==> src/common/gpt_pkg.sv <==
// Shared constants and types for the timer and free-running counter
package gpt_pkg;

  localparam int HALF_W = 16;
  localparam int FULL_W = 32;

  // Register byte offsets on the host bus
  localparam logic [7:0] TIMER_CONFIG_OFS = 8'h8c;
  localparam logic [7:0] TIMER_COUNT_OFS = 8'h90;
  localparam logic [7:0] FREE_RUN_OFS = 8'h9c;

  // Address bit that picks the upper half-word
  localparam int HALF_SEL_BIT = 1;

  // Run-enable sits at bit 29 of the config word, bit 13 of its top half
  localparam int RUN_EN_BIT = 29;
  localparam int RUN_EN_HI_BIT = RUN_EN_BIT - HALF_W;

  localparam logic [HALF_W-1:0] PRELOAD_RST = 16'hffff;
  localparam logic [HALF_W-1:0] COUNT_RST = 16'hffff;
  localparam logic [FULL_W-1:0] FREE_RUN_RST = 32'h0;
  localparam logic [HALF_W-1:0] RESERVED_READ = 16'h0;

  // Timing at the 10 MHz core clock
  localparam int CLK_PERIOD_NS = 100;
  localparam int CLEAR_TIME_NS = 160;
  localparam int CLEAR_CYCLES_RAW = CLEAR_TIME_NS / CLK_PERIOD_NS;
  localparam int CLEAR_CYCLES = (CLEAR_CYCLES_RAW < 1) ? 1 : CLEAR_CYCLES_RAW;
  localparam int TICK_TIME_NS = 100000;
  localparam int TICK_CYCLES_DEF = TICK_TIME_NS / CLK_PERIOD_NS;

  // Half-word capture state of the free-running counter read
  typedef enum logic [2:0] {
    LATCH_IDLE = 3'b001,
    LATCH_HI_DUE = 3'b010,
    LATCH_LO_DUE = 3'b100
  } latch_state_t;

  // Word offset of a byte address, half select stripped
  function automatic logic [7:0] wordOfs(input logic [7:0] addr);
    return {addr[7:2], 2'b00};
  endfunction

endpackage

==> src/gp_countdown.sv <==
// Down-counting general purpose timer with tick prescaler and reload
module gp_countdown
  import gpt_pkg::*;
#(
  parameter int WIDTH = HALF_W,
  parameter int TICK_CYCLES = TICK_CYCLES_DEF
) (
  input wire logic clk,
  input wire logic rst_n,
  input wire logic runEn,
  input wire logic [WIDTH-1:0] preload,
  output logic [WIDTH-1:0] count,
  output logic expire
);

  localparam int TW = $clog2(TICK_CYCLES) + 1;
  localparam logic [TW-1:0] TICK_LAST = TW'(TICK_CYCLES - 1);

  if (TICK_CYCLES < 1 || WIDTH < 1) begin : gen_chk
    $error("gp_countdown: TICK_CYCLES and WIDTH must be at least 1");
  end

  logic [TW-1:0] tickCnt_r;
  logic [WIDTH-1:0] count_r;
  logic runDly_r;
  logic expire_r;
  logic tick;

  assign tick = runEn && runDly_r && (tickCnt_r == TICK_LAST);

  // Prescaler restarts while halted
  always_ff @(posedge clk) begin
    if (!rst_n || !runEn || tick) begin
      tickCnt_r <= '0;
    end else begin
      tickCnt_r <= TW'(tickCnt_r + 1'b1);
    end
  end

  always_ff @(posedge clk) begin
    if (!rst_n) begin
      runDly_r <= 1'b0;
    end else begin
      runDly_r <= runEn;
    end
  end

  always_ff @(posedge clk) begin
    if (!rst_n) begin
      count_r <= {WIDTH{1'b1}};
    end else if (runEn && !runDly_r) begin
      count_r <= preload;
    end else if (tick) begin
      if (count_r == '0) begin
        count_r <= preload;
      end else begin
        count_r <= WIDTH'(count_r - 1'b1);
      end
    end
  end

  // Expiry pulse drives the host interrupt path
  always_ff @(posedge clk) begin
    if (!rst_n) begin
      expire_r <= 1'b0;
    end else begin
      expire_r <= tick && (count_r == '0);
    end
  end

  assign count = count_r;
  assign expire = expire_r;

endmodule

==> src/free_run_latch.sv <==
// Free-running counter with a capture register for split reads
module free_run_latch
  import gpt_pkg::*;
#(
  parameter int WIDTH = FULL_W
) (
  input wire logic clk,
  input wire logic rst_n,
  input wire logic capture,
  output logic [WIDTH-1:0] count,
  output logic [WIDTH-1:0] held
);

  if (WIDTH < 2 || WIDTH % 2 != 0) begin : gen_chk
    $error("free_run_latch: WIDTH must be even and at least 2");
  end

  logic [WIDTH-1:0] count_r;
  logic [WIDTH-1:0] held_r;

  // No power state gates this counter; it rolls over naturally
  always_ff @(posedge clk) begin
    if (!rst_n) begin
      count_r <= '0;
    end else begin
      count_r <= WIDTH'(count_r + 1'b1);
    end
  end

  always_ff @(posedge clk) begin
    if (!rst_n) begin
      held_r <= '0;
    end else if (capture) begin
      held_r <= count_r;
    end
  end

  assign count = count_r;
  assign held = held_r;

endmodule

==> src/gp_timer_and_free_run_counter.sv <==
// Timer and free-running counter registers behind the 16-bit host bus
//
// Operation
// - Writing one to run-enable starts the general purpose timer.
// - With run-enable zero the timer is halted and its count stands.
// - Run-enable falling from one to zero forces the preload to all ones.
// - Timer loads from a 16-bit read-write preload, reset value all ones.
// - Timer expiry gives periodic host interrupt events set by the preload.
// - Current count register returns the count in bits 15-0, reset ones.
// - Free-running counter is 32 bits, starts at zero, counts every cycle.
// - At its maximum the free-running counter wraps to zero and goes on.
// - First half-word read captures the count; a second read of the other half returns its match.
// - After reset the free-running counter reads zero within 160 ns.
// - No power state stops the free-running counter.
module gp_timer_and_free_run_counter
  import gpt_pkg::*;
#(
  parameter int TICK_CYCLES = TICK_CYCLES_DEF
) (
  input wire logic clk,
  input wire logic rst_n,
  input wire logic [7:0] hostAddr,
  input wire logic hostRd,
  input wire logic hostWr,
  input wire logic [HALF_W-1:0] hostWrData,
  output logic [HALF_W-1:0] hostRdData,
  output logic hostRdValid,
  input wire logic timerFlagClr,
  output logic timerFlag,
  output logic timerEvent
);

  if (TICK_CYCLES < 1) begin : gen_chk
    $error("TICK_CYCLES must be at least 1");
  end

  logic [7:0] accWord;
  logic hiHalf;
  logic cfgWrLo;
  logic cfgWrHi;
  logic frRead;

  logic runEn_r;
  logic runEn_nxt;
  logic [HALF_W-1:0] preload_r;
  logic timerFlag_r;
  logic [HALF_W-1:0] hostRdData_r;
  logic [HALF_W-1:0] hostRdData_nxt;
  logic hostRdValid_r;

  latch_state_t latchState_r;
  latch_state_t latchState_nxt;
  logic capture;

  logic [HALF_W-1:0] timerCount;
  logic timerExpire;
  logic [FULL_W-1:0] freeCount;
  logic [FULL_W-1:0] heldCount;

  // Address decode
  assign accWord = wordOfs(hostAddr);
  assign hiHalf = hostAddr[HALF_SEL_BIT];
  assign cfgWrLo = hostWr && (accWord == TIMER_CONFIG_OFS) && !hiHalf;
  assign cfgWrHi = hostWr && (accWord == TIMER_CONFIG_OFS) && hiHalf;
  assign frRead = hostRd && (accWord == FREE_RUN_OFS);

  assign runEn_nxt = cfgWrHi ? hostWrData[RUN_EN_HI_BIT] : runEn_r;

  // Run-enable bit
  always_ff @(posedge clk) begin
    if (!rst_n) begin
      runEn_r <= 1'b0;
    end else begin
      runEn_r <= runEn_nxt;
    end
  end

  // Preload field
  always_ff @(posedge clk) begin
    if (!rst_n) begin
      preload_r <= PRELOAD_RST;
    end else if (runEn_r && !runEn_nxt) begin
      preload_r <= PRELOAD_RST;
    end else if (cfgWrLo) begin
      preload_r <= hostWrData;
    end
  end

  gp_countdown #(
    .WIDTH(HALF_W),
    .TICK_CYCLES(TICK_CYCLES)
  ) u_timer (
    .clk(clk),
    .rst_n(rst_n),
    .runEn(runEn_r),
    .preload(preload_r),
    .count(timerCount),
    .expire(timerExpire)
  );

  // Sticky expiry flag; a new expiry beats a clear in the same cycle
  always_ff @(posedge clk) begin
    if (!rst_n) begin
      timerFlag_r <= 1'b0;
    end else if (timerExpire) begin
      timerFlag_r <= 1'b1;
    end else if (timerFlagClr) begin
      timerFlag_r <= 1'b0;
    end
  end

  assign timerFlag = timerFlag_r;
  assign timerEvent = timerExpire;

  // Half-word capture sequencing for the free-running counter
  always_comb begin
    latchState_nxt = latchState_r;
    capture = 1'b0;
    if (frRead) begin
      case (latchState_r)
        LATCH_IDLE: begin
          capture = 1'b1;
          latchState_nxt = hiHalf ? LATCH_LO_DUE : LATCH_HI_DUE;
        end
        LATCH_HI_DUE: begin
          if (hiHalf) begin
            latchState_nxt = LATCH_IDLE;
          end else begin
            capture = 1'b1;
          end
        end
        LATCH_LO_DUE: begin
          if (!hiHalf) begin
            latchState_nxt = LATCH_IDLE;
          end else begin
            capture = 1'b1;
          end
        end
        default: begin
          latchState_nxt = LATCH_IDLE;
        end
      endcase
    end
  end

  always_ff @(posedge clk) begin
    if (!rst_n) begin
      latchState_r <= LATCH_IDLE;
    end else begin
      latchState_r <= latchState_nxt;
    end
  end

  free_run_latch #(
    .WIDTH(FULL_W)
  ) u_free_run (
    .clk(clk),
    .rst_n(rst_n),
    .capture(capture),
    .count(freeCount),
    .held(heldCount)
  );

  // Read data mux; unmapped and reserved bits read zero
  always_comb begin
    hostRdData_nxt = RESERVED_READ;
    case (accWord)
      TIMER_CONFIG_OFS: begin
        if (hiHalf) begin
          hostRdData_nxt[RUN_EN_HI_BIT] = runEn_r;
        end else begin
          hostRdData_nxt = preload_r;
        end
      end
      TIMER_COUNT_OFS: begin
        if (!hiHalf) begin
          hostRdData_nxt = timerCount;
        end
      end
      FREE_RUN_OFS: begin
        if (capture) begin
          hostRdData_nxt = hiHalf ? freeCount[FULL_W-1:HALF_W]
                                  : freeCount[HALF_W-1:0];
        end else begin
          hostRdData_nxt = hiHalf ? heldCount[FULL_W-1:HALF_W]
                                  : heldCount[HALF_W-1:0];
        end
      end
      default: begin
        hostRdData_nxt = RESERVED_READ;
      end
    endcase
  end

  always_ff @(posedge clk) begin
    if (!rst_n) begin
      hostRdData_r <= RESERVED_READ;
      hostRdValid_r <= 1'b0;
    end else begin
      hostRdValid_r <= hostRd;
      if (hostRd) begin
        hostRdData_r <= hostRdData_nxt;
      end
    end
  end

  assign hostRdData = hostRdData_r;
  assign hostRdValid = hostRdValid_r;

  // Checks
  localparam int CLR_DLY = CLEAR_CYCLES;
endmodule

==> config.mk <==
export PLATFORM = sky130hd
export DESIGN_NAME = gp_timer_and_free_run_counter
export DESIGN_NICKNAME = d
export VERILOG_FILES = /design/src/common/gpt_pkg.sv /design/src/gp_countdown.sv /design/src/free_run_latch.sv /design/src/gp_timer_and_free_run_counter.sv
export SDC_FILE = /design/constraint.sdc
export NUM_CORES = 1
export LEC_CHECK = 0
export BUFFER_PORTS_ARGS = -buffer_cell sky130_fd_sc_hd__buf_2
export CORE_MARGIN = 4
export CORE_UTILIZATION = 54
export CTS_CLUSTER_DIAMETER = 40
export CTS_CLUSTER_SIZE = 8
export DETAILED_ROUTE_END_ITERATION = 10
export PLACE_DENSITY = 0.75
export SYNTH_ARGS = -nofsm -noshare
export SYNTH_HDL_FRONTEND = slang
export SYNTH_HIERARCHICAL = 1
export SYNTH_SLANG_ARGS = --single-unit
==> constraint.sdc <==
create_clock -name clk -period 2.3 [get_ports clk]
set_input_delay 0.23 -clock clk [delete_from_list [all_inputs] [get_ports clk]]
set_output_delay 0.23 -clock clk [all_outputs]
set_load 0.01 [all_outputs]
==> report_table.html, run 1 <==
<table>
<tr><th>Metric</th><th>Value</th></tr>
<tr><th colspan="2">Outcome</th></tr>
<tr><td>Run status</td><td>finished, final reports clean</td></tr>
<tr><th colspan="2">Cells and area</th></tr>
<tr><td>Summed area of non-filler cells in the final layout</td><td>0.00793 mm²</td></tr>
<tr><td>Share of cells above drive strength 1</td><td>17.7%</td></tr>
<tr><td>Core utilization of the finished layout</td><td>63.1%</td></tr>
<tr><td>Number of cells in the finished layout apart from fillers</td><td>985</td></tr>
<tr><td>Syn-to-layout area delta</td><td>14.7%</td></tr>
<tr><td>Nets@finish</td><td>833</td></tr>
<tr><td>Number of diodes</td><td>0</td></tr>
<tr><th colspan="2">Floorplan</th></tr>
<tr><td>Std cell rows</td><td>41</td></tr>
<tr><td>Core Footprint</td><td>0.0126 mm²</td></tr>
<tr><td>Count of boundary I/O pins</td><td>48</td></tr>
<tr><td>Die extent in x</td><td>121 µm</td></tr>
<tr><td>Die ar.</td><td>0.0147 mm²</td></tr>
<tr><td>Effective utilization at floorplan</td><td>55.0%</td></tr>
<tr><td>DIE HEIGHT</td><td>121 µm</td></tr>
<tr><th colspan="2">Timing</th></tr>
<tr><td>Final Hold Viols</td><td>0</td></tr>
<tr><td>Final slew viol count</td><td>0</td></tr>
<tr><td>Minimum period implied by the final worst setup slack</td><td>2170 ps</td></tr>
<tr><td>Share of the cycle needed by the critical path after routing</td><td>94.4%</td></tr>
<tr><td>Final critical-path setup slack</td><td>129 ps</td></tr>
<tr><td>Final Skew</td><td>6.65 ps</td></tr>
<tr><td>Actual transition at the worst max-transition pin</td><td>769 ps</td></tr>
<tr><td>Finish-stage setup viols</td><td>0</td></tr>
<tr><td>Max-Slew Margin vs Limit</td><td>48.3%</td></tr>
<tr><td>Maximum frequency from static timing analysis</td><td>0.461 GHz</td></tr>
<tr><th colspan="2">Placed design</th></tr>
<tr><td>Setup Slack @ Placement</td><td>63.0 ps</td></tr>
<tr><td>Total cell area at the placement stage</td><td>0.00730 mm²</td></tr>
<tr><td>Estimated wirelength of the detail-placed design</td><td>12.2 mm</td></tr>
<tr><td>Weighted congestion at the end of routability-driven global placement</td><td>0.870</td></tr>
<tr><td>Port buffer count</td><td>46</td></tr>
<tr><td>Number of placed instances, taps included</td><td>953</td></tr>
<tr><th colspan="2">Critical path</th></tr>
<tr><td>End of the worst register-to-register path</td><td>u_timer/count[10]</td></tr>
<tr><td>Number of cells on the worst reg-to-reg path</td><td>8</td></tr>
<tr><td>Capture point of the critical path</td><td>u_timer/count[10]</td></tr>
<tr><td>Critical path class</td><td>register to register</td></tr>
<tr><td>Startpoint of the worst-slack reg-to-reg timing path</td><td>u_timer/count[0]</td></tr>
<tr><td>Maximum fanout along the worst path</td><td>13</td></tr>
<tr><td>Category of the worst setup path capture point</td><td>register</td></tr>
<tr><td>Register-to-Register Setup Slack</td><td>130 ps</td></tr>
<tr><td>Worst setup path startpoint</td><td>u_timer/count[0]</td></tr>
<tr><td>Data arrival time of the worst path</td><td>2500 ps</td></tr>
<tr><td>Worst EP required</td><td>2630 ps</td></tr>
<tr><td>Crit start category</td><td>register</td></tr>
<tr><th colspan="2">Synth</th></tr>
<tr><td>Library cell occupying the most area in the post-synthesis netlist</td><td>dfxtp_1</td></tr>
<tr><td>Predominant post-synthesis flop cell</td><td>dfxtp_1</td></tr>
<tr><td>Number of different library cells in the post-synthesis netlist</td><td>77</td></tr>
<tr><td>Syn. warnings</td><td>6</td></tr>
<tr><td>Sequential-to-total area share from yosys stat</td><td>37.9%</td></tr>
<tr><td>Mean area per synthesized cell</td><td>9.11 µm²</td></tr>
<tr><td>Count of state elements after synthesis</td><td>131</td></tr>
<tr><td>Number of enable-type register cells in the synthesized netlist</td><td>0</td></tr>
<tr><td>Cell area after synthesis</td><td>0.00692 mm²</td></tr>
<tr><td>Synth async-reset ratio</td><td>0%</td></tr>
<tr><td>Synthesized Nets</td><td>792</td></tr>
<tr><td>Share of the synthesized area in the top cell type</td><td>37.9%</td></tr>
<tr><td>Cell count after synthesis</td><td>759</td></tr>
<tr><td>Synth top area cells</td><td>dfxtp_1 (38%), mux2i_1 (10%), nor2b_1 (4.5%)</td></tr>
<tr><th colspan="2">Power</th></tr>
<tr><td>Final Power</td><td>5.25 mW</td></tr>
<tr><td>Power density over cell area</td><td>662 mW/mm²</td></tr>
<tr><td>Worst vdd ir</td><td>500 µV</td></tr>
<tr><td>Static leakage</td><td>3.32 nW</td></tr>
<tr><th colspan="2">Clock tree</th></tr>
<tr><td>Number of buffers inserted to repair setup after CTS</td><td>0</td></tr>
<tr><td>Clk_lat worst skew</td><td>420 ps</td></tr>
<tr><td>Cts bufs inserted</td><td>17</td></tr>
<tr><td>Number of H-tree branching levels</td><td>4</td></tr>
<tr><td>Post-cts hold buffer count</td><td>0</td></tr>
<tr><td>Max Root-Sink Buffers</td><td>2</td></tr>
<tr><td>CTS clk-pin slew, worst paths</td><td>60 ps</td></tr>
<tr><td>Clock net sink count</td><td>131</td></tr>
<tr><td>CTS tree</td><td>done</td></tr>
<tr><td>Number of cells upsized or downsized after cts</td><td>0</td></tr>
<tr><td>Root buf cell</td><td>clkbuf_16</td></tr>
<tr><th colspan="2">GRT</th></tr>
<tr><td>Overflow left after global routing</td><td>0</td></tr>
<tr><td>Vias in the first global route</td><td>5,773</td></tr>
<tr><td>Largest net degree at the start of global routing</td><td>58</td></tr>
<tr><td>Initial antenna violation count</td><td>0</td></tr>
<tr><td>Global-route wire length before repair</td><td>28.6 mm</td></tr>
<tr><td>Overall Global Routing Usage</td><td>24.5%</td></tr>
<tr><th colspan="2">Routing</th></tr>
<tr><td>Detailed Routing Iterations Pass 1</td><td>6</td></tr>
<tr><td>Vias after detailed routing</td><td>5,864</td></tr>
<tr><td>Post-Route WL</td><td>17.6 mm</td></tr>
<tr><td>First DRT Iteration DRCs</td><td>554</td></tr>
<tr><td>Post-detailed-route count of antenna-violating nets</td><td>0</td></tr>
<tr><td>Routed WL per cell</td><td>17.8 µm</td></tr>
<tr><td>Number of remaining DRC errors</td><td>0</td></tr>
<tr><td>Per-cell via count in the routed design</td><td>5.95</td></tr>
<tr><th colspan="2">Job</th></tr>
<tr><td>Max-cap viol count</td><td>0</td></tr>
<tr><th colspan="2">Worst hold path</th></tr>
<tr><td>Class of the most critical hold timing path</td><td>primary input to register</td></tr>
</table>
-- critical path, cell delays in order (launching register included) --
cell and delay [ps]:
dfxtp_1 310, inv_1 120, ha_1 160, or4b_1 510
nor4_4 240, or2_4 190, buf_4 200, o21ai_1 110
a32oi_1 240
-- per-stage QoR --
step / hold slack [ps] / setup TNS (ps)
after floorplan: 353 / 0
after global placement: 431 / 0
after detailed placement: 443 / 0
after CTS: 2.43 / 0
after global routing: 12.3 / -0.931
final: 15.7 / 0
-- cell type report --
class / count / area [µm²]
Tap cell: 172 / 215
Fill cell: 1062 / 4630
Sequential cell: 131 / 2620
Clock buffer: 22 / 484
Multi-Input combinational cell: 554 / 3970
Clock inverter: 10 / 129
Inverter: 27 / 101
Timing Repair Buffer: 69 / 415
-- worst min-delay path by stage --
stage | start | endpoint | slack [ps] | cells after the start
final | hostWrData[12] | preload_r[12] | 20 | 3
after global routing | hostWrData[12] | preload_r[12] | 10 | 3
after CTS | hostWrData[12] | preload_r[12] | 2 | 3
after detailed placement | u_timer/tickCnt_r[0] | u_timer/tickCnt_r[0] | 440 | 1
after global placement | u_timer/tickCnt_r[0] | u_timer/tickCnt_r[0] | 430 | 1
after floorplan | hostWrData[0] | preload_r[0] | 350 | 2
-- power breakdown --
part	internal [mW]	switching, mW	total (mW)
registers	2.28	0.00963	2.29
logic	0.0736	0.114	0.188
clock network	1.81	0.968	2.78
-- state kept, by name, indices dropped and copies added (netlist names) --
| register | flops |
|---|---|
| hostRdData | 16 |
| hostRdValid | 1 |
| latchState_r | 3 |
| preload_r | 16 |
| runEn_r | 1 |
| timerFlag | 1 |
| u_free_run/count | 32 |
| u_free_run/held | 32 |
| u_timer/count | 16 |
| u_timer/expire | 1 |
| u_timer/runDly_r | 1 |
| u_timer/tickCnt_r | 11 |
-- synth_stat cells, types with 3 or more instances --
master       n
a32oi_1     12
or4_1        6
a221oi_1     9
buf_4        3
nand3_1     34
and4_1       4
inv_1       27
buf_6        4
mux2_2      14
nor3_1      15
buf_1        3
nand4b_1     3
clkbuf_1    22
xor2_1      16
buf_2       13
and3_1      23
nor4_4       3
nor4_1       6
nand4_1     14
nand2_1     75
o2111ai_1    5
nor2_1      29
o21ai_1     12
and2_1      35
nor2b_1     50
a21oi_1      4
o221ai_1     5
dfxtp_1    131
or3_1        9
o21ai_0     13
nor3_2       3
mux2i_1     69
xnor2_1     20
ha_1         4
o22ai_1     10
-- cells in the final DEF, fill, tap and decap left out, types with 10 or more instances in the layout --
cell type  netlist  layout
dfxtp_1        131     131
clkbuf_16        0      17
a32oi_1         12      12
nand3_1         34      34
o22ai_1         10      10
inv_1           27      27
buf_2           13      46
xor2_1          16      16
and3_1          23      23
nor2_1          29      27
nand2_1         75      75
nor2b_1         50      50
o21ai_0         13      13
and2_1          35      35
buf_4            3      22
xnor2_1         20      20
mux2_2          14      14
nand4_1         14      14
mux2i_1         69      69
o21ai_1         12      12
nor3_1          15      14
-- routing by layer --
layer / up-vias / global-route usage, % / part of all wire, %
li1: 2807 / - / -
met1: 2800 / 31.6 / 44
met2: 214 / 39.5 / 48
met3: 43 / 6.11 / 5.7
met4: 0 / 9.87 / 2.5
met5: - / 0 / 0
-- kinds of logic (layout without fill, tap and decap cells) --
kind of cell,Yosys count,in the layout,share of synthesized area (%)
mux,86,86,13.2
simple gates,337,337,29.0
fa+ha+maj,4,4,0.724
compound gates,91,91,9.53
xor+xnor,36,36,4.56
flops,131,131,37.9
buf+inv,74,128,5.10
No activity file was read; power rests on OpenSTA's default activity.
==> inputs of run 2 (changes only) <==
- CTS_CLUSTER_DIAMETER: 40 -> default
- MAX_ROUTING_LAYER: default -> met4
==> run 2 against run 1 <==
Compared with the run above:
- first-iteration DRC count is 1.4% lower
- clock power is 1% higher
- register-to-register slack worse by 100 ps
- sequential share of layout area is 0.062 points lower
==> report_table.html, run 2 (synthesis results as in run 1) <==
<table>
<tr><th>Metric</th><th>Value</th></tr>
<tr><th colspan="2">Cells and area</th></tr>
<tr><td>Syn-to-layout area delta</td><td>14.9%</td></tr>
<tr><td>Nets@finish</td><td>834 (+0.12%)</td></tr>
<tr><td>FF+latch area</td><td>0.00262 mm² (unchanged)</td></tr>
<tr><td>Summed area of non-filler cells in the final layout</td><td>0.00795 mm² (+0.19%)</td></tr>
<tr><td>Most common cell after layout, fill and taps aside</td><td>dfxtp_1</td></tr>
<tr><td>Fill cells</td><td>1,022 (-3.8%)</td></tr>
<tr><td>Most frequent cells in the layout</td><td>dfxtp_1 (131), nand2_1 (75), mux2i_1 (69)</td></tr>
<tr><td>Share of cells above drive strength 1</td><td>17.4% (-0.27 points)</td></tr>
<tr><td>Number of diodes</td><td>0 (unchanged)</td></tr>
<tr><td>Multi-input gate area</td><td>0.00397 mm² (about the same)</td></tr>
<tr><th colspan="2">Floorplan</th></tr>
<tr><td>Std cell rows</td><td>41 (unchanged)</td></tr>
<tr><td>Die extent in x</td><td>121 µm (unchanged)</td></tr>
<tr><td>Core Footprint</td><td>0.0126 mm² (unchanged)</td></tr>
<tr><td>Die ar.</td><td>0.0147 mm² (unchanged)</td></tr>
<tr><td>Effective utilization at floorplan</td><td>55.0% (unchanged)</td></tr>
<tr><td>Count of boundary I/O pins</td><td>48 (unchanged)</td></tr>
<tr><td>DIE HEIGHT</td><td>121 µm (unchanged)</td></tr>
<tr><th colspan="2">Clock tree</th></tr>
<tr><td>CTS tree</td><td>done</td></tr>
<tr><td>Clock net sink count</td><td>131 (unchanged)</td></tr>
<tr><td>Cts bufs inserted</td><td>17 (unchanged)</td></tr>
<tr><td>CTS clk-pin slew, worst paths</td><td>50 ps (about the same)</td></tr>
<tr><td>Number of H-tree branching levels</td><td>4 (unchanged)</td></tr>
<tr><td>Max Root-Sink Buffers</td><td>2 (unchanged)</td></tr>
<tr><td>Clk_lat worst skew</td><td>420 ps (about the same)</td></tr>
<tr><td>Root buf cell</td><td>clkbuf_16</td></tr>
<tr><td>Post-cts hold buffer count</td><td>0 (unchanged)</td></tr>
<tr><th colspan="2">Outcome</th></tr>
<tr><td>Run status</td><td>finished, final reports clean</td></tr>
<tr><th colspan="2">Power</th></tr>
<tr><td>Worst vdd ir</td><td>474 µV (-5.3%)</td></tr>
<tr><td>Static leakage</td><td>3.33 nW (+0.12%)</td></tr>
<tr><td>Power density over cell area</td><td>666 mW/mm² (+0.65%)</td></tr>
<tr><td>Final Power</td><td>5.29 mW (+0.84%)</td></tr>
<tr><th colspan="2">Routing</th></tr>
<tr><td>Post-Route WL</td><td>17.5 mm (-0.60%)</td></tr>
<tr><td>Vias after detailed routing</td><td>5,911 (+0.80%)</td></tr>
<tr><td>Per-cell via count in the routed design</td><td>5.99 (+0.70%)</td></tr>
<tr><td>Post-detailed-route count of antenna-violating nets</td><td>0 (unchanged)</td></tr>
<tr><td>Detailed Routing Iterations Pass 1</td><td>8 (+2)</td></tr>
<tr><td>Routed WL per cell</td><td>17.7 µm (-0.70%)</td></tr>
<tr><td>First DRT Iteration DRCs</td><td>546 (-1.4%)</td></tr>
<tr><td>Number of remaining DRC errors</td><td>0 (unchanged)</td></tr>
<tr><th colspan="2">Placed design</th></tr>
<tr><td>Total cell area at the placement stage</td><td>0.00731 mm² (+0.10%)</td></tr>
<tr><td>Setup Slack @ Placement</td><td>21.0 ps (-42.1 ps)</td></tr>
<tr><td>Weighted congestion at the end of routability-driven global placement</td><td>0.899 (+3.3%)</td></tr>
<tr><td>Estimated wirelength of the detail-placed design</td><td>12.1 mm (-0.43%)</td></tr>
<tr><td>Port buffer count</td><td>46 (unchanged)</td></tr>
<tr><th colspan="2">Timing</th></tr>
<tr><td>Actual transition at the worst max-transition pin</td><td>788 ps (+18.4 ps)</td></tr>
<tr><td>Final critical-path setup slack</td><td>28.8 ps (-100 ps)</td></tr>
<tr><td>Final Hold Viols</td><td>0 (unchanged)</td></tr>
<tr><td>Maximum frequency from static timing analysis</td><td>0.440 GHz (-4.4%)</td></tr>
<tr><td>Setup Total Neg Slack</td><td>0 ps (unchanged)</td></tr>
<tr><td>Finish-stage setup viols</td><td>0 (unchanged)</td></tr>
<tr><td>Minimum period implied by the final worst setup slack</td><td>2270 ps (+100 ps)</td></tr>
<tr><td>WHS</td><td>26.3 ps (+10.6 ps)</td></tr>
<tr><td>Share of the cycle needed by the critical path after routing</td><td>98.7% (+4.4 points)</td></tr>
<tr><td>Final slew viol count</td><td>0 (unchanged)</td></tr>
<tr><td>Final Skew</td><td>6.91 ps (+0.262 ps)</td></tr>
<tr><td>Max-Slew Margin vs Limit</td><td>47.0% (-1.2 points)</td></tr>
<tr><td>RSZ-0062 raised after global routing</td><td>false</td></tr>
<tr><th colspan="2">GRT</th></tr>
<tr><td>Largest net degree at the start of global routing</td><td>60 (+3.4%)</td></tr>
<tr><td>Initial antenna violation count</td><td>0 (unchanged)</td></tr>
<tr><td>Overflow left after global routing</td><td>0 (unchanged)</td></tr>
<tr><td>Overall Global Routing Usage</td><td>24.9% (+0.43 points)</td></tr>
<tr><td>Vias in the first global route</td><td>5,671 (-1.8%)</td></tr>
<tr><td>Global-route wire length before repair</td><td>28.4 mm (-0.94%)</td></tr>
<tr><th colspan="2">Worst hold path</th></tr>
<tr><td>Class of the most critical hold timing path</td><td>primary input to register</td></tr>
<tr><th colspan="2">Critical path</th></tr>
<tr><td>Delay of the slowest critical-path stage</td><td>520 ps (about the same)</td></tr>
<tr><td>Category of the worst setup path capture point</td><td>register</td></tr>
<tr><td>Critical path class</td><td>register to register</td></tr>
<tr><td>Worst EP required</td><td>2630 ps (about the same)</td></tr>
<tr><td>Maximum fanout along the worst path</td><td>13 (unchanged)</td></tr>
<tr><td>Critical-path cell list</td><td>inv_1 &gt; ha_1 &gt; or4b_1 &gt; nor4_4 &gt; or2_1 &gt; buf_6 &gt; o21ai_1 &gt; a32oi_1</td></tr>
<tr><td>Data arrival time of the worst path</td><td>2600 ps (+100 ps)</td></tr>
<tr><td>Crit start category</td><td>register</td></tr>
<tr><td>CP max-delay cell</td><td>or4b_1</td></tr>
<tr><th colspan="2">Job</th></tr>
<tr><td>Max-cap viol count</td><td>0 (unchanged)</td></tr>
</table>
## run 2: stage by stage
stage / cells / utilization [%]
final: 986 / 63.2
after global routing: 986 / 63.2
after CTS: 986 / 63.1
after detailed placement: 954 / 58.2
after global placement: 954 / 58.2
after floorplan: 759 / -
## run 2: critical path: cells and delay by family, from the launching register on
kind	cells	cell delay [ps]
AND/OR/NAND/NOR	3	1070
adder cells (fa/ha/maj)	1	160
buffers and inverters	2	320
flip-flops	1	310
AO/OA/AOI/OAI	2	320
## run 2: area by class of cell
class                      instances  share of cell area, %
multi-input combinational        554                   49.9
sequential                       131                   33.0
clock buffer                      21                   5.79
timing repair buffer              70                   5.37
tap                              172                   2.71
clock inverter                    11                   1.98
inverter                          27                   1.27
## run 2: power by group
group,total (mW),internal (mW),switching (mW)
logic,0.186,0.0736,0.112
clock network,2.82,1.86,0.965
registers,2.29,2.28,0.00938
## run 2: routing by layer
metal	wire, µm	track usage, %	share of wire, %
met4	393	8.82	2.3
met2	8190	38.8	47
met1	7860	33.0	45
met5	0	-	0
met3	1000	4.34	5.7
## run 2: worst paths after layout
| kind | start | end | slack (ps) | depth (start not counted) |
|---|---|---|---|---|
| setup / recovery | u_timer/count[0] | u_timer/count[7] | 30 | 8 |
| hold / removal | hostWrData[14] | preload_r[14] | 30 | 3 |
| setup reg to reg | u_timer/count[0] | u_timer/count[7] | 30 | 8 |
| hold reg to reg | u_timer/tickCnt_r[0] | u_timer/tickCnt_r[0] | 450 | 1 |
## run 2: repair_timing
action	in CTS	in global routing
setup endpoints to repair	1	14
hold endpoints to repair	0	0
pin swaps	0	1
gates resized for setup	0	5
setup buffers	0	0
==> inputs of run 3 (changes only) <==
- PLACE_DENSITY: 0.75 -> 0.72
- clock period: 2.3 -> 2.24 ns (I/O delays scaled with it)
==> run 3 against run 2 <==
Compared with the run above:
- sequential cell count did not move
- register-to-register slack improved by 80 ps
- largest power group unchanged
- count of clock-buffer cells in the layout rose by 1
- cell area rose by 2.0%
- critical path depth fell by 1
- fmax rose by 6.6%
==> report_table.html, run 3 (synthesis results as in run 1) <==
<table>
<tr><th>Metric</th><th>Value</th></tr>
<tr><th colspan="2">Worst hold path</th></tr>
<tr><td>Class of the most critical hold timing path</td><td>primary input to register</td></tr>
<tr><th colspan="2">Routing</th></tr>
<tr><td>First DRT Iteration DRCs</td><td>563 (+3.1%)</td></tr>
<tr><td>Routed WL per cell</td><td>18.1 µm (+2.3%)</td></tr>
<tr><td>Detailed Routing Iterations Pass 1</td><td>5 (-3)</td></tr>
<tr><td>Vias after detailed routing</td><td>5,941 (+0.51%)</td></tr>
<tr><td>Post-Route WL</td><td>18.2 mm (+4.4%)</td></tr>
<tr><td>Number of remaining DRC errors</td><td>0 (unchanged)</td></tr>
<tr><td>Post-detailed-route count of antenna-violating nets</td><td>0 (unchanged)</td></tr>
<tr><td>Per-cell via count in the routed design</td><td>5.91 (-1.5%)</td></tr>
<tr><th colspan="2">Critical path</th></tr>
<tr><td>CP max-delay cell</td><td>or3b_2</td></tr>
<tr><td>Worst EP required</td><td>2530 ps (-100 ps)</td></tr>
<tr><td>Number of buffers and inverters on the critical path</td><td>1 (-1)</td></tr>
<tr><td>Category of the worst setup path capture point</td><td>register</td></tr>
<tr><td>Maximum fanout along the worst path</td><td>5 (-8)</td></tr>
<tr><td>Critical-path cell list</td><td>inv_1 &gt; ha_1 &gt; or3b_2 &gt; nor4_1 &gt; nand2_1 &gt; mux2i_1 &gt; a32oi_1</td></tr>
<tr><td>Critical path class</td><td>register to register</td></tr>
<tr><td>Top delay family on crit path</td><td>simple AND/OR/NAND/NOR gates</td></tr>
<tr><td>Data arrival time of the worst path</td><td>2420 ps (-180 ps)</td></tr>
<tr><td>Delay of the slowest critical-path stage</td><td>560 ps (+40 ps)</td></tr>
<tr><td>Crit start category</td><td>register</td></tr>
<tr><th colspan="2">Cells and area</th></tr>
<tr><td>Syn-to-layout area delta</td><td>17.2%</td></tr>
<tr><td>Fill cells</td><td>1,092 (+6.8%)</td></tr>
<tr><td>Share of cells above drive strength 1</td><td>19.1% (+1.6 points)</td></tr>
<tr><td>Most common cell after layout, fill and taps aside</td><td>dfxtp_1</td></tr>
<tr><td>Nets@finish</td><td>853 (+2.3%)</td></tr>
<tr><td>Summed area of non-filler cells in the final layout</td><td>0.00811 mm² (+2.0%)</td></tr>
<tr><td>Most frequent cells in the layout</td><td>dfxtp_1 (131), nand2_1 (75), mux2i_1 (69)</td></tr>
<tr><th colspan="2">Power</th></tr>
<tr><td>Static leakage</td><td>3.41 nW (+2.5%)</td></tr>
<tr><td>Worst vdd ir</td><td>626 µV (+32%)</td></tr>
<tr><td>Power density over cell area</td><td>656 mW/mm² (-1.6%)</td></tr>
<tr><th colspan="2">GRT</th></tr>
<tr><td>Largest net degree at the start of global routing</td><td>46 (-23%)</td></tr>
<tr><td>Overflow left after global routing</td><td>0 (unchanged)</td></tr>
<tr><td>Global-route wire length before repair</td><td>29.4 mm (+3.6%)</td></tr>
<tr><td>Overall Global Routing Usage</td><td>25.8% (+0.87 points)</td></tr>
<tr><td>Initial antenna violation count</td><td>1 (+1)</td></tr>
<tr><td>Vias in the first global route</td><td>5,905 (+4.1%)</td></tr>
<tr><th colspan="2">Clock tree</th></tr>
<tr><td>Number of buffers inserted to repair setup after CTS</td><td>0 (unchanged)</td></tr>
<tr><td>CTS tree</td><td>done</td></tr>
<tr><td>Number of H-tree branching levels</td><td>4 (unchanged)</td></tr>
<tr><td>Max Root-Sink Buffers</td><td>2 (unchanged)</td></tr>
<tr><td>Root buf cell</td><td>clkbuf_16</td></tr>
<tr><td>Clock net sink count</td><td>131 (unchanged)</td></tr>
<tr><td>Clk_lat worst skew</td><td>420 ps (about the same)</td></tr>
<tr><td>Cts bufs inserted</td><td>17 (unchanged)</td></tr>
<tr><td>CTS clk-pin slew, worst paths</td><td>50 ps (about the same)</td></tr>
<tr><th colspan="2">Timing</th></tr>
<tr><td>Setup Total Neg Slack</td><td>0 ps (unchanged)</td></tr>
<tr><td>Minimum period implied by the final worst setup slack</td><td>2130 ps (-140 ps)</td></tr>
<tr><td>Finish-stage setup viols</td><td>0 (unchanged)</td></tr>
<tr><td>Maximum frequency from static timing analysis</td><td>0.469 GHz (+6.6%)</td></tr>
<tr><td>Actual transition at the worst max-transition pin</td><td>702 ps (-85.1 ps)</td></tr>
<tr><td>Final Skew</td><td>3.62 ps (-3.30 ps)</td></tr>
<tr><td>Share of the cycle needed by the critical path after routing</td><td>95.1% (-3.6 points)</td></tr>
<tr><td>Final Hold Viols</td><td>0 (unchanged)</td></tr>
<tr><td>Max-Slew Margin vs Limit</td><td>52.8% (+5.8 points)</td></tr>
<tr><td>RSZ-0062 raised after global routing</td><td>false</td></tr>
<tr><td>Final slew viol count</td><td>0 (unchanged)</td></tr>
<tr><th colspan="2">Floorplan</th></tr>
<tr><td>Std cell rows</td><td>41 (unchanged)</td></tr>
<tr><td>Count of boundary I/O pins</td><td>48 (unchanged)</td></tr>
<tr><td>DIE HEIGHT</td><td>121 µm (unchanged)</td></tr>
<tr><td>Effective utilization at floorplan</td><td>55.0% (unchanged)</td></tr>
<tr><td>Die extent in x</td><td>121 µm (unchanged)</td></tr>
<tr><td>Core Footprint</td><td>0.0126 mm² (unchanged)</td></tr>
<tr><td>Die ar.</td><td>0.0147 mm² (unchanged)</td></tr>
<tr><th colspan="2">Job</th></tr>
<tr><td>Max-cap viol count</td><td>0 (unchanged)</td></tr>
<tr><th colspan="2">Placed design</th></tr>
<tr><td>Estimated wirelength of the detail-placed design</td><td>13.1 mm (+7.5%)</td></tr>
<tr><td>Weighted congestion at the end of routability-driven global placement</td><td>0.943 (+4.9%)</td></tr>
<tr><td>Total cell area at the placement stage</td><td>0.00746 mm² (+2.1%)</td></tr>
<tr><td>Port buffer count</td><td>46 (unchanged)</td></tr>
<tr><th colspan="2">Outcome</th></tr>
<tr><td>Run status</td><td>finished, final reports clean</td></tr>
</table>
==> run 3: metrics by stage <==
stage	total power, mW	hold slack, ps	setup slack (ps)	std cells	util [%]
finish	5.31	9.08	109	1006	64.5
global route	5.47	18.3	2.20	1006	64.5
CTS	5.34	0.167	0.783	1005	64.4
detailed placement	2.60	437	31.1	969	59.4
global placement	2.60	429	110	969	59.4
floorplan	2.52	347	4.63	759	-
==> run 3: layer usage <==
layer	part of all wire [%]	vias to the layer above	global-route usage, %
met4	2.4	0	9.24
li1	-	2844	-
met2	47	181	40.7
met3	5.2	41	6.06
met5	0	-	-
met1	45	2875	32.6
==> run 3: final timing paths <==
check	start	slack, ps	end	cells past startpoint
setup / recovery	u_timer/count[1]	110	u_timer/count[10]	7
hold / removal	hostWrData[3]	9	preload_r[3]	3
setup reg to reg	u_timer/count[1]	110	u_timer/count[10]	7
hold reg to reg	u_timer/tickCnt_r[0]	460	u_timer/tickCnt_r[0]	1
==> run 3: timing repair <==
item                                    in CTS  in global routing
endpoints found under the setup margin       0                 15
endpoints found under the hold margin        4                  0
hold buffers                                 4                  0
gates resized for setup                      0                  4
==> run 3: worst min-delay path, cell delays in order <==
cell	delay, ps
buf_2	70
nand2_1	40
nand3_1	60
==> run 3: layout make-up <==
class	count	area, µm²	share of cell area (%)
repair buffers	89	613	7.56
multi-input cells	554	3960	48.9
diodes	1	2.50	0.0309
clock inverters	10	105	1.30
inverters	27	101	1.25
flip-flops and latches	131	2620	32.4
clock buffers	22	484	5.97
well taps	172	215	2.65
==> run 3: report_power, final <==
part / leakage (nW) / switching (mW) / internal [mW]
clock network: 0.291 / 1.01 / 1.74
registers: 1.06 / 0.00708 / 2.34
logic: 2.06 / 0.124 / 0.0881
